`src/pkg/ldsr_defines.svh`:
```
`ifndef LDSR_DEFINES_SVH
`define LDSR_DEFINES_SVH

// Shift register lengths for the two loading modes.
`define LDSR_GS_BITS 192
`define LDSR_DC_BITS 96
`define LDSR_CHANNELS 16
`define LDSR_GS_W 12
`define LDSR_CNT_RST 12'h000

// Status field positions, as bit indices from bit 0, at the top of the active length.
`define LDSR_LOD_GS_LSB 176
`define LDSR_TEF_GS_POS 175
`define LDSR_LOD_DC_LSB 80
`define LDSR_TEF_DC_POS 79

// Timing, as printed and as cycles of the 100 MHz system clock.
`define LDSR_CLK_NS 10
`define LDSR_STAGGER_NS 20
`define LDSR_STAGGER_CYC (`LDSR_STAGGER_NS / `LDSR_CLK_NS)
`define LDSR_LOD_DLY_NS 1000
`define LDSR_LOD_DLY_CYC \
  ((`LDSR_LOD_DLY_NS + `LDSR_CLK_NS - 1) / `LDSR_CLK_NS)
`define LDSR_LOD_CNT_W 7

// Input FIFO shape.
`define LDSR_FIFO_W 1
`define LDSR_FIFO_D 8

`endif

```
`src/ldsr_chan_fix_note_unused.sv`:
```
`timescale 1ns/10ps
`default_nettype none
`default_nettype wire

```
`src/pkg/ldsr_pkg.sv`:
```
`default_nettype none
`include "ldsr_defines.svh"

package ldsr_pkg;

  // Loading mode chosen by the mode select input.
  typedef enum logic [0:0] {
    LDSR_MODE_GS = 1'b0,
    LDSR_MODE_DC = 1'b1
  } ldsr_mode_t;

  // Phase of the latch strobe as seen by the core.
  typedef enum logic [1:0] {
    LDSR_LAT_IDLE = 2'b00,
    LDSR_LAT_WAIT = 2'b01,
    LDSR_LAT_OPEN = 2'b10
  } ldsr_lat_t;

  // Whole state of the top module.
  typedef struct packed {
    logic                        sclk_q1;
    logic                        sclk_q2;
    logic                        sclk_d;
    logic                        sin_q1;
    logic                        sin_q2;
    logic                        lat_q1;
    logic                        lat_q2;
    logic                        mode_q1;
    logic                        mode_q2;
    logic                        blank_q1;
    logic                        blank_q2;
    logic                        temp_q1;
    logic                        temp_q2;
    logic                        gsclk_q1;
    logic                        gsclk_q2;
    logic                        gsclk_d;
    logic [`LDSR_CHANNELS-1:0]   lowv_q1;
    logic [`LDSR_CHANNELS-1:0]   lowv_q2;
    logic [`LDSR_GS_BITS-1:0]    sr;
    logic [`LDSR_GS_BITS-1:0]    gs;
    logic [`LDSR_DC_BITS-1:0]    dc;
    ldsr_lat_t                   lat;
    ldsr_mode_t                  mode;
    logic [`LDSR_GS_W-1:0]       cnt;
    logic [`LDSR_CHANNELS-1:0]   req;
    logic                        thermal_flag;
    logic                        err_n;
    logic                        err_oe_n;
    logic                        serial_data_output;
    logic                        ready;
  } ldsr_top_st_t;

endpackage

`default_nettype wire

```
`src/ldsr_fifo.sv`:
```
`timescale 1ns/10ps
`default_nettype none

// Small synchronous FIFO with valid and ready on both sides.
module ldsr_fifo #(
  parameter int WIDTH = 1,
  parameter int DEPTH = 8
) (
  input  wire logic             i_clk,
  input  wire logic             i_rstn,
  input  wire logic [WIDTH-1:0] i_in_data,
  input  wire logic             i_in_valid,
  output logic                  o_in_ready,
  output logic [WIDTH-1:0]      o_out_data,
  output logic                  o_out_valid,
  input  wire logic             i_out_ready
);

  localparam int AW = $clog2(DEPTH);

  typedef struct packed {
    logic [DEPTH-1:0][WIDTH-1:0] mem;
    logic [AW-1:0]               wp;
    logic [AW-1:0]               rp;
    logic [AW:0]                 cnt;
  } ldsr_fifo_st_t;

  ldsr_fifo_st_t s;
  ldsr_fifo_st_t next_s;
  logic          push;
  logic          pop;

  // Flags come straight from the count, so full and empty are exact.
  assign o_in_ready  = (s.cnt != (AW+1)'(DEPTH));
  assign o_out_valid = (s.cnt != '0);
  assign o_out_data  = s.mem[s.rp];
  assign push        = i_in_valid & o_in_ready;
  assign pop         = o_out_valid & i_out_ready;

  // Pointers wrap at the depth, which need not be a power of two.
  always_comb begin
    next_s = s;
    if (push) begin
      next_s.mem[s.wp] = i_in_data;
      next_s.wp = (s.wp == AW'(DEPTH - 1)) ? '0 : s.wp + 1'b1;
    end
    if (pop) begin
      next_s.rp = (s.rp == AW'(DEPTH - 1)) ? '0 : s.rp + 1'b1;
    end
    next_s.cnt = s.cnt + (AW+1)'(push) - (AW+1)'(pop);
  end

  // State register.
  always_ff @(posedge i_clk or negedge i_rstn) begin
    if (!i_rstn) begin
      s <= '0;
    end else begin
      s <= next_s;
    end
  end

endmodule

`default_nettype wire

```
`src/ldsr_chan.sv`:
```
`timescale 1ns/10ps
`default_nettype none

`include "ldsr_defines.svh"

// One output channel: staggered switching and open LED detection.
module ldsr_chan #(
  parameter int IDX = 0
) (
  input  wire logic i_clk,
  input  wire logic i_rstn,
  input  wire logic i_req,
  input  wire logic i_low_v,
  output logic      o_on,
  output logic      o_open
);

  localparam int TAP = IDX * `LDSR_STAGGER_CYC;
  localparam int TI  = (TAP == 0) ? 0 : TAP - 1;
  localparam int LW  = TI + 1;

  typedef struct packed {
    logic [LW-1:0]                line;
    logic                         on;
    logic [`LDSR_LOD_CNT_W-1:0]   cnt;
    logic                         open;
  } ldsr_chan_st_t;

  ldsr_chan_st_t s;
  ldsr_chan_st_t next_s;
  logic          dly;

  assign o_on   = s.on;
  assign o_open = s.open;

  // A delay line gives each channel its own offset on both edges, which
  // spreads the inrush current of a common switching event.
  always_comb begin
    next_s = s;
    // The cast drops the oldest sample, which has left the line.
    next_s.line = LW'({s.line, i_req});
    dly = (TAP == 0) ? i_req : s.line[TI];
    next_s.on = dly; // RL18
    // The settle timer restarts at every turn-on and saturates.
    if (!s.on) begin
      next_s.cnt = '0;
    end else if (s.cnt != `LDSR_LOD_CNT_W'(`LDSR_LOD_DLY_CYC)) begin
      next_s.cnt = s.cnt + 1'b1;
    end
    next_s.open = s.on & i_low_v &
      (s.cnt == `LDSR_LOD_CNT_W'(`LDSR_LOD_DLY_CYC)); // RL14
  end

  // State register.
  always_ff @(posedge i_clk or negedge i_rstn) begin
    if (!i_rstn) begin
      s <= '0;
    end else begin
      s <= next_s;
    end
  end

endmodule

`default_nettype wire

```
`src/ldsr_top.sv`:
```
`timescale 1ns/10ps
`default_nettype none

`include "ldsr_defines.svh"

// Overview of operation
// RL1: Sample serial data on each shift clock rise.
// RL2: Data registers transparent while latch high, hold after.
// RL3: Host sends most significant bit first.
// RL4: Shift length 96 for correction, 192 grayscale.
// RL5: Shifting during a PWM cycle leaves outputs alone.
// RL6: Host should latch grayscale at cycle end.
// RL7: Latched grayscale takes effect at once.
// RL8: Serial output taken from shift register end.
// RL9: Serial output also carries status back.
// RL10: Error pin low on thermal or open LED.
// RL11: Blanking removes open LED from error pin.
// RL12: Thermal flag follows the temperature monitor.
// RL13: Thermal flag appears in serial status.
// RL14: Open flag needs on, settle delay, low voltage.
// RL15: One open LED status bit per channel.
// RL16: Open flags captured on latch falling edge.
// RL17: Host pulses latch then shifts status out.
// RL18: Each channel switches 20 ns after previous.
// RL19: Mode select high gives 96-bit correction mode.
// RL20: Host holds shift clock and data during latch.
// RL21: Blanking disables outputs, resets grayscale counter.
module ldsr_top (
  input  wire logic        I_CLK_SYS,
  input  wire logic        I_RSTN,
  input  wire logic        I_SERIAL_CLK,
  input  wire logic        I_SERIAL_DATA_INPUT,
  input  wire logic        I_LATCH_STROBE,
  input  wire logic        I_MODE_SELECT_PROGRAM,
  input  wire logic        I_BLANK,
  input  wire logic        I_GS_CLK,
  input  wire logic        I_TEMP_OVER,
  input  wire logic [15:0] I_CH_LOW_V,
  output logic             O_SERIAL_DATA_OUTPUT,
  output logic             O_ERROR_OUTPUT_N,
  output logic             O_ERROR_OUTPUT_N_OE_N,
  output logic             O_INPUT_READY,
  output logic [15:0]      O_CHANNEL_SINK_OUTPUT,
  output logic [15:0]      O_OPEN_LED_FLAG,
  output logic             O_THERMAL_FLAG,
  output logic [191:0]     O_GS_DATA,
  output logic [95:0]      O_DC_DATA
);

  ldsr_pkg::ldsr_top_st_t    s;
  ldsr_pkg::ldsr_top_st_t    next_s;
  logic                      fifo_bit;
  logic                      fifo_valid;
  logic                      fifo_ready;
  logic                      pop_ready;
  logic                      sclk_rise;
  logic                      gsclk_rise;
  logic [`LDSR_CHANNELS-1:0] ch_on;
  logic [`LDSR_CHANNELS-1:0] ch_open;

  // Places the open flags and the thermal flag at the top of the
  // active shift length, so they leave the serial output first.
  function automatic logic [`LDSR_GS_BITS-1:0] place_status(
    input logic [`LDSR_GS_BITS-1:0]  sr,
    input ldsr_pkg::ldsr_mode_t      mode,
    input logic [`LDSR_CHANNELS-1:0] open_led_flag,
    input logic                      thermal_flag
  );
    logic [`LDSR_GS_BITS-1:0] r;
    r = sr;
    if (mode == ldsr_pkg::LDSR_MODE_DC) begin
      r[`LDSR_LOD_DC_LSB +: `LDSR_CHANNELS] = open_led_flag; // RL15
      r[`LDSR_TEF_DC_POS] = thermal_flag; // RL13
    end else begin
      r[`LDSR_LOD_GS_LSB +: `LDSR_CHANNELS] = open_led_flag; // RL15
      r[`LDSR_TEF_GS_POS] = thermal_flag; // RL13
    end
    return r;
  endfunction

  // Picks the last bit of the shift register for the active length.
  function automatic logic chain_end(
    input logic [`LDSR_GS_BITS-1:0] sr,
    input ldsr_pkg::ldsr_mode_t     mode
  );
    if (mode == ldsr_pkg::LDSR_MODE_DC) begin
      return sr[`LDSR_DC_BITS-1];
    end else begin
      return sr[`LDSR_GS_BITS-1];
    end
  endfunction

  // Edges are found on the second synchroniser stage only.
  assign sclk_rise  = s.sclk_q2 & ~s.sclk_d;
  assign gsclk_rise = s.gsclk_q2 & ~s.gsclk_d;

  // The capture cycle stalls the drain, since both it and a pop would
  // write the shift register in the same cycle.
  assign pop_ready = ~((s.lat == ldsr_pkg::LDSR_LAT_OPEN) & ~s.lat_q2);

  // Sampled serial bits queue here; the drain is one bit a cycle, far
  // faster than the shift clock, so the queue only fills under stalls.
  ldsr_fifo #(
    .WIDTH (`LDSR_FIFO_W),
    .DEPTH (`LDSR_FIFO_D)
  ) u_fifo (
    .i_clk       (I_CLK_SYS),
    .i_rstn      (I_RSTN),
    .i_in_data   (s.sin_q2),
    .i_in_valid  (sclk_rise),
    .o_in_ready  (fifo_ready),
    .o_out_data  (fifo_bit),
    .o_out_valid (fifo_valid),
    .i_out_ready (pop_ready)
  );

  // Channel drivers, each with its own stagger offset.
  for (genvar ch = 0; ch < `LDSR_CHANNELS; ch++) begin : g_ch
    ldsr_chan #(
      .IDX (ch)
    ) u_chan (
      .i_clk   (I_CLK_SYS),
      .i_rstn  (I_RSTN),
      .i_req   (s.req[ch]),
      .i_low_v (s.lowv_q2[ch]),
      .o_on    (ch_on[ch]),
      .o_open  (ch_open[ch])
    );
  end

  // All pins pass two flip-flops before any logic looks at them.
  always_comb begin
    next_s = s;
    next_s.sclk_q1  = I_SERIAL_CLK;
    next_s.sclk_q2  = s.sclk_q1;
    next_s.sclk_d   = s.sclk_q2;
    next_s.sin_q1   = I_SERIAL_DATA_INPUT;
    next_s.sin_q2   = s.sin_q1;
    next_s.lat_q1   = I_LATCH_STROBE;
    next_s.lat_q2   = s.lat_q1;
    next_s.mode_q1  = I_MODE_SELECT_PROGRAM;
    next_s.mode_q2  = s.mode_q1;
    next_s.blank_q1 = I_BLANK;
    next_s.blank_q2 = s.blank_q1;
    next_s.temp_q1  = I_TEMP_OVER;
    next_s.temp_q2  = s.temp_q1;
    next_s.gsclk_q1 = I_GS_CLK;
    next_s.gsclk_q2 = s.gsclk_q1;
    next_s.gsclk_d  = s.gsclk_q2;
    next_s.lowv_q1  = I_CH_LOW_V;
    next_s.lowv_q2  = s.lowv_q1;

    // The mode select pin sets the active shift length.
    next_s.mode = s.mode_q2 ? ldsr_pkg::LDSR_MODE_DC
                            : ldsr_pkg::LDSR_MODE_GS; // RL19 RL4

    // Each queued bit enters at the bottom, so the first bit sent ends
    // up at the top of the highest field.
    if (fifo_valid && pop_ready) begin
      next_s.sr = {s.sr[`LDSR_GS_BITS-2:0], fifo_bit}; // RL1 RL3
    end

    // Latch phases. A rise waits until queued bits have drained so the
    // registers never see a half-shifted word.
    case (s.lat)
      ldsr_pkg::LDSR_LAT_IDLE: begin
        if (s.lat_q2) begin
          next_s.lat = ldsr_pkg::LDSR_LAT_WAIT;
        end
      end
      ldsr_pkg::LDSR_LAT_WAIT: begin
        if (!fifo_valid) begin
          next_s.lat = ldsr_pkg::LDSR_LAT_OPEN;
        end
      end
      ldsr_pkg::LDSR_LAT_OPEN: begin
        if (!s.lat_q2) begin
          next_s.lat = ldsr_pkg::LDSR_LAT_IDLE;
          next_s.sr = place_status(s.sr, s.mode, ch_open,
                                   s.thermal_flag); // RL16 RL9
        end
      end
      default: begin
        next_s.lat = ldsr_pkg::LDSR_LAT_IDLE;
      end
    endcase

    // Transparent while open: the registers follow the shift register
    // and keep the last value once the strobe drops. Grayscale takes
    // effect at once, even in the middle of a PWM cycle.
    if (s.lat == ldsr_pkg::LDSR_LAT_OPEN && s.lat_q2) begin // RL2
      if (s.mode == ldsr_pkg::LDSR_MODE_DC) begin
        next_s.dc = s.sr[`LDSR_DC_BITS-1:0];
      end else begin
        next_s.gs = s.sr; // RL7
      end
    end

    // Grayscale counter, held at zero while blanked.
    if (s.blank_q2) begin
      next_s.cnt = `LDSR_CNT_RST; // RL21
    end else if (gsclk_rise) begin
      next_s.cnt = s.cnt + 1'b1;
    end

    // Channel requests read only the latched grayscale values, never
    // the shift register, so shifting does not disturb the outputs.
    for (int ch = 0; ch < `LDSR_CHANNELS; ch++) begin
      next_s.req[ch] = ~s.blank_q2 &
        (s.cnt < s.gs[ch*`LDSR_GS_W +: `LDSR_GS_W]); // RL5 RL21
    end

    // Thermal flag mirrors the monitor in both directions.
    next_s.thermal_flag = s.temp_q2; // RL12

    // Open-drain error pin: enable low pulls it to ground.
    next_s.err_oe_n = ~(s.thermal_flag |
      ((|ch_open) & ~s.blank_q2)); // RL10 RL11
    next_s.err_n = next_s.err_oe_n;

    // Chain output follows the end of the active length.
    next_s.serial_data_output = chain_end(s.sr, s.mode); // RL8

    // Registered view of whether the queue can take another bit.
    next_s.ready = fifo_ready;
  end

  // State register; the error pin starts released.
  always_ff @(posedge I_CLK_SYS or negedge I_RSTN) begin
    if (!I_RSTN) begin
      s <= '0;
      s.err_n <= 1'b1;
      s.err_oe_n <= 1'b1;
      s.ready <= 1'b1;
    end else begin
      s <= next_s;
    end
  end

  // Outputs come from the state register or the channel flip-flops.
  assign O_SERIAL_DATA_OUTPUT  = s.serial_data_output;
  assign O_ERROR_OUTPUT_N      = s.err_n;
  assign O_ERROR_OUTPUT_N_OE_N = s.err_oe_n;
  assign O_INPUT_READY         = s.ready;
  assign O_CHANNEL_SINK_OUTPUT = ch_on;
  assign O_OPEN_LED_FLAG       = ch_open;
  assign O_THERMAL_FLAG        = s.thermal_flag;
  assign O_GS_DATA             = s.gs;
  assign O_DC_DATA             = s.dc;

endmodule

`default_nettype wire

```
`config.mk`:
```
export PLATFORM = sky130hd
export DESIGN_NAME = ldsr_top
export DESIGN_NICKNAME = d
export VERILOG_FILES = /design/src/ldsr_chan_fix_note_unused.sv /design/src/pkg/ldsr_pkg.sv /design/src/ldsr_fifo.sv /design/src/ldsr_chan.sv /design/src/ldsr_top.sv
export VERILOG_INCLUDE_DIRS = /design/src /design/src/pkg
export SDC_FILE = /design/constraint.sdc
export NUM_CORES = 1
export LEC_CHECK = 0
export BUFFER_PORTS_ARGS = -buffer_cell sky130_fd_sc_hd__buf_2
export CAP_MARGIN = 30
export CORE_MARGIN = 5
export CORE_UTILIZATION = 27
export CTS_CLUSTER_SIZE = 30
export DETAILED_ROUTE_END_ITERATION = 6
export PLACE_DENSITY = 0.4
export SLEW_MARGIN = 25
export SYNTH_ARGS = -nofsm -noshare
export SYNTH_HDL_FRONTEND = slang
export SYNTH_SLANG_ARGS = --single-unit
```
`constraint.sdc`:
```
create_clock -name I_CLK_SYS -period 7.27 [get_ports I_CLK_SYS]
set_input_delay 0 -clock I_CLK_SYS [delete_from_list [all_inputs] [get_ports I_CLK_SYS]]
set_output_delay 0 -clock I_CLK_SYS [all_outputs]
set_load 0.05 [all_outputs]
```
# Yosys cells after proc, flatten, opt, wreduce, memory -nomap -nowiden
# Cells that the tools add are included.
[classes]
n_mux = 52
n_addsub = 21
reduce_logical = 10
order_cmp = 19
n_eq_ne = 59
bitwise_logic = 62
[op_table]
columns = ["cell", "count"]
rows = [
  ["192-bit 2-to-1 mux", 3],
  ["7-bit 2-to-1 mux", 32],
  ["12-bit less-than comparator", 16],
  ["7-bit by 1-bit adder with 7-bit output, second input constant", 16],
  ["7-bit == test, second input constant", 16],
  ["7-bit inequality test, second input constant", 16],
  ["1-bit AND", 54],
  ["2-bit inequality test, second input constant", 20],
  ["17-bit 2-to-1 mux", 2],
  ["12-bit 2-to-1 mux", 2],
  ["16-bit OR reduction", 1],
  ["12-bit by 1-bit adder with 12-bit output, second input constant", 1],
  ["8-bit bitwise mux", 1],
  ["3-bit by 4-bit less-than comparator with 1-bit output, second input constant", 2],
  ["1-bit inverter", 7],
  ["3-bit by 1-bit adder with 3-bit output, second input constant", 2],
  ["3-bit == test, second input constant", 2],
  ["2-bit 2-to-1 mux", 3],
  ["3-bit 2-to-1 mux", 2],
  ["3-bit inequality test, second input constant", 2],
  ["2-bit case mux with 3 select lines", 1],
  ["4-bit by 1-bit adder with 4-bit output", 1],
  ["1-bit 2-to-1 mux", 4],
  ["4-bit inequality test, second input constant", 1],
  ["13 further kinds", 16],
]
[word_totals]
inputBits = 25
reg_bits = 965
wordCells = 328

# Longest topological paths before layout
[depth]
word_depth = 7
mapped_depth = 12
ltp_nobuf = 10

# By module
# Synthesis repeated with hierarchy kept, for this count alone.
[unflattened]
cells_unflattened = 3660
hier_area_um2 = 40737.8
[by_module_without_submodules]
columns = ["module", "area_per_inst_um2", "n_inst", "cells_per_inst"]
rows = [
  ["ldsr_top", 26679.3, 1, 2690],
  ["ldsr_chan at g_ch[15].u_chan", 1193.6, 1, 71],
  ["ldsr_chan at g_ch[14].u_chan", 1143.6, 1, 69],
  ["ldsr_chan at g_ch[13].u_chan", 1093.5, 1, 67],
  ["ldsr_chan at g_ch[12].u_chan", 1043.5, 1, 65],
  ["ldsr_chan at g_ch[11].u_chan", 993.5, 1, 63],
  ["ldsr_fifo", 988.4, 1, 77],
  ["ldsr_chan at g_ch[10].u_chan", 943.4, 1, 61],
  ["ldsr_chan at g_ch[9].u_chan", 893.4, 1, 59],
  ["ldsr_chan at g_ch[8].u_chan", 837.1, 1, 56],
  ["ldsr_chan at g_ch[7].u_chan", 792.0, 1, 55],
  ["ldsr_chan at g_ch[6].u_chan", 737.0, 1, 52],
  ["ldsr_chan at g_ch[5].u_chan", 693.2, 1, 51],
  ["ldsr_chan at g_ch[4].u_chan", 643.1, 1, 49],
  ["+4 rows", "-", "-", "-"],
]

# Worst setup path after synthesis
# No wires, ideal clock.
[synth_path]
kind = "reg2reg"
from = "register u_fifo.s[2] (netlist bit)"
to = "register u_fifo.s[2] (netlist bit)"
path_buffers = 2
setup_time_ns = 0.123
t_arrival_ns = 2.297
path_slack_ns = 4.851
stages_incl_launch_ff = 13
cell_sequence = "dfrtp_1 inv_1 ha_1 nor3b_2 nor2_4 buf_2 buf_2 ha_1 inv_1 ha_1 inv_1 fa_1 xnor2_1"
[synth_lines]
columns = ["element", "line", "rtl"]
rows = [
  ["from (decl)", "ldsr_fifo.sv:28", "ldsr_fifo_st_t s;"],
  ["from (signal assigned)", "ldsr_fifo.sv:58", "s <= next_s;"],
]

# Worst setup path in the final report
[layout_path]
from = "register u_fifo.s[2] (netlist bit)"
to = "register s[474] (netlist bit)"
[layout_via]
elab_chain_cells = 5
[layout_rtl]
columns = ["element", "line", "rtl"]
rows = [
  ["4-bit nonzero test (*)", "ldsr_fifo.sv:35", "assign o_out_valid = (s.cnt != '0);"],
  ["1-bit logical AND (*)", "ldsr_top.sv:159", "if (fifo_valid && pop_ready) begin"],
  ["192-bit 2-to-1 mux (*)", "ldsr_top.sv:159", ""],
  ["192-bit 2-to-1 mux", "ldsr_top.sv:177", "if (!s.lat_q2) begin"],
  ["192-bit 2-to-1 mux (*)", "ldsr_top.sv:165", "case (s.lat)"],
  ["to (signal assigned)", "ldsr_top.sv:236", "s <= next_s;"],
  ["to (decl)", "ldsr_top.sv:50", "ldsr_pkg::ldsr_top_st_t s;"],
]
# Mark *: on every way between the ends. The rest lies on a longest branch, timed or not. The select of a mux whose other input is x is not followed.
# A chain may end at the register's enable or synchronous reset.

==> flow_metrics.env <==
export IMPL_slew_limit_headroom=0.304
export IMPL_clock_sinks=965
export IMPL_finalCritPeriodShare=0.393
export IMPL_syn_nets=3554
export IMPL_synth_area_mux_share=0.0826
export IMPL_portBuffers=349
export IMPL_cts_resized=0
export IMPL_htree_levels=3
export IMPL_ys_flop_type="dfrtp_1"
export IMPL_grt_max_degree=169
export IMPL_grtUsageTotal=0.137
export IMPL_antenna_cells=0
export IMPL_finalSetupTns_ps=0
export IMPL_synth_common_cells="dfrtp_1, buf_4, nand2_1"
export IMPL_yosysSeqAreaShare=0.596
export IMPL_dp_slack_ps=4400
export IMPL_worstHoldStart="g_ch[10].u_chan.next_s[25]$_DFF_PN0_"
export IMPL_power_total_uw=13300
export IMPL_drtIter0Drc=1137
export IMPL_drive_above_1_share=0.240
export IMPL_die_x_um=398
export IMPL_grt_pass1_vias=24451
export IMPL_ant_nets=0
export IMPL_grt_pass1_wl_um=163000
export IMPL_core_um2=150000
export IMPL_firstDrtPassIters=6
export IMPL_power_density_nw_per_um2=283
export IMPL_finalSetupViolCount=0
export IMPL_wire_per_inst_um=19.3
export IMPL_synth_compound_area_frac=0.0667
export IMPL_die_area_um2=158000
export IMPL_rows=142
export IMPL_synth_most_common_cell="dfrtp_1"
export IMPL_via_count=23458
export IMPL_netlist_cell_type_count=56
export IMPL_ys_ff_latch=965
export IMPL_nets=3690
export IMPL_whs_path_depth=0
export IMPL_grt_setup_unrepaired="no"
export IMPL_yosys_area_top_type_share=0.594
export IMPL_synth_xor_area_frac=0.0106
export IMPL_synth_yosys_warnings=0
export IMPL_max_freq_mhz=350
export IMPL_cp_max_fo=118
export IMPL_holdBufCountCts=49
export IMPL_tightest_slew_ps=1040
export IMPL_r2r_cells=6
export IMPL_endpoint_kind="register"
export IMPL_cts_made_buffers=115
export IMPL_p_leak_uw=0.0232
export IMPL_synthSimpleGateAreaFrac=0.0815
export IMPL_finalMaxSlewViolations=0
export IMPL_cts_buffer_depth=3
export IMPL_post_cts_buffers=0
export IMPL_dp_hpwl_um=71300
export IMPL_antenna_found_initial=0
export IMPL_synth_top_cells_by_area="dfrtp_1, mux2_2, ha_1, buf_4, o21ai_0"
export IMPL_worst_clock_skew_ps=27.6
export IMPL_yosysTopAreaCell="dfrtp_1"
export IMPL_wl_um=108000
export IMPL_async_flop_share=1.00
export IMPL_clock_latency_ps=730
export IMPL_fillers=15291
export IMPL_synth_cells=3309
export IMPL_gp_congestion=0.730
export IMPL_cts_tree="built"
export IMPL_die_y_um=398
export IMPL_fin_crit_ps=2860
export IMPL_status="finished clean"
export IMPL_areaGrowthSynthToFinish_pct=15.7
export IMPL_r2r_start="u_fifo.s[2]$_DFF_PN0_"
export IMPL_synth_edff_count=0
export IMPL_overflow=0
export IMPL_fin_ws_ps=4410
export IMPL_synth_top_family_by_area="buffers and inverters"
export IMPL_vias_per_cell=4.22
export IMPL_cap_violations=0
export IMPL_hold_class="reg -> reg"
export IMPL_cp_data_arrival_time_ps=3450
export IMPL_start_kind="register"
export IMPL_syn_avg_cell_area_um2=12.3
export IMPL_pin_count=350
export IMPL_startpoint="u_fifo.s[2]$_DFF_PN0_"
export IMPL_final_hold_viol_count=0
export IMPL_crit_required_ps=7860
export IMPL_rrSetupSlack_ps=4410
export IMPL_initial_core_util=0.271
export IMPL_cts_root_buf="clkbuf_16"
export IMPL_clk_pin_slew_ps=60
export IMPL_synth_fa_ha_area_frac=0.0681
export IMPL_ir_worst_vdd_uv=221
export IMPL_whs_ps=327
export IMPL_criticalPathCategory="reg -> reg"
export IMPL_drc=0
export IMPL_syn_area_um2=40500
## where the power goes
| part | leakage [uW] | total [uW] | switching (uW) | internal, uW |
|---|---|---|---|---|
| Sequential | 0.0132 | 5960 | 277 | 5680 |
| Clock | 0.00200 | 6140 | 2420 | 3720 |
| Combinational | 0.00798 | 1190 | 733 | 456 |
## worst paths after layout
check | to
max | s[474]$_DFFE_PN0N_
min | g_ch[10].u_chan.next_s[26]$_DFF_PN0_
max reg2reg | s[474]$_DFFE_PN0N_
min reg2reg | g_ch[10].u_chan.next_s[26]$_DFF_PN0_
max in group asynchronous | g_ch[3].u_chan.next_s[14]$_DFF_PN0_
min in group asynchronous | O_INPUT_READY$_DFF_PN1_
## sequential cells by signal, summed over array words and instances (netlist names)
register               flops
O_DC_DATA                 96
O_ERROR_OUTPUT_N_OE_N      1
O_GS_DATA                192
O_INPUT_READY              1
O_SERIAL_DATA_OUTPUT       1
O_THERMAL_FLAG             1
g_ch.u_chan.dly           15
g_ch.u_chan.next_s       225
g_ch.u_chan.o_on          16
g_ch.u_chan.o_open        16
g_ch.u_chan.s            112
next_s                    26
s                        245
u_fifo.s                  18
## per-stage QoR
stage,instances,util,instance area [um^2]
floorplan,3309,-,40500
global placement,5288,0.282,42200
detailed placement,5294,0.283,42300
CTS,5555,0.313,46900
global route,5556,0.313,46900
finish,5556,0.313,46900
## layout make-up
cell class,instances,area (um^2),area share
clock inverter,51,802,0.0171
clock buffer,161,3270,0.0697
timing repair buffer,430,2680,0.0572
tap,2016,2520,0.0538
multi-input combinational,1696,12600,0.268
sequential,965,24200,0.515
inverter,237,890,0.0190
## worst max-delay path: stages, from the launching register on
cell and delay, ps:
dfrtp_1 320, inv_1 70, ha_1 190, nor3b_2 190, nor2_4 680, buf_12 400, mux2_2 420
## cell usage in the layout (no fill, tap or decap), types with 38 or more instances in the layout
master         count
a21oi_1           43
and2_1            38
mux2_2           254
nand4_1           45
xnor2_1           38
dlygate4sd3_1     48
ha_1             219
nand2_1          309
dfrtp_1          950
a21o_1            40
nand3_1           67
o21ai_0          250
inv_1            236
or3_1             44
buf_2            349
clkbuf_16        115
nor2_1            47
## cell families after synthesis
family	count (synthesis)
compound gates	456
flops	965
mux	297
buf+inv	648
simple gates	674
fa+ha+maj	220
xor+xnor	49
## per-layer routing
| metal | GRT usage | vias up | share of wire |
|---|---|---|---|
| met1 | 0.182 | 11731 | 0.45 |
| met5 | 0 | - | 0 |
| met4 | 0.0341 | 0 | 0.023 |
| met2 | 0.211 | 383 | 0.45 |
| met3 | 0.0514 | 150 | 0.076 |
| li1 | - | 11194 | - |
Power figures use the tool's default switching activity.
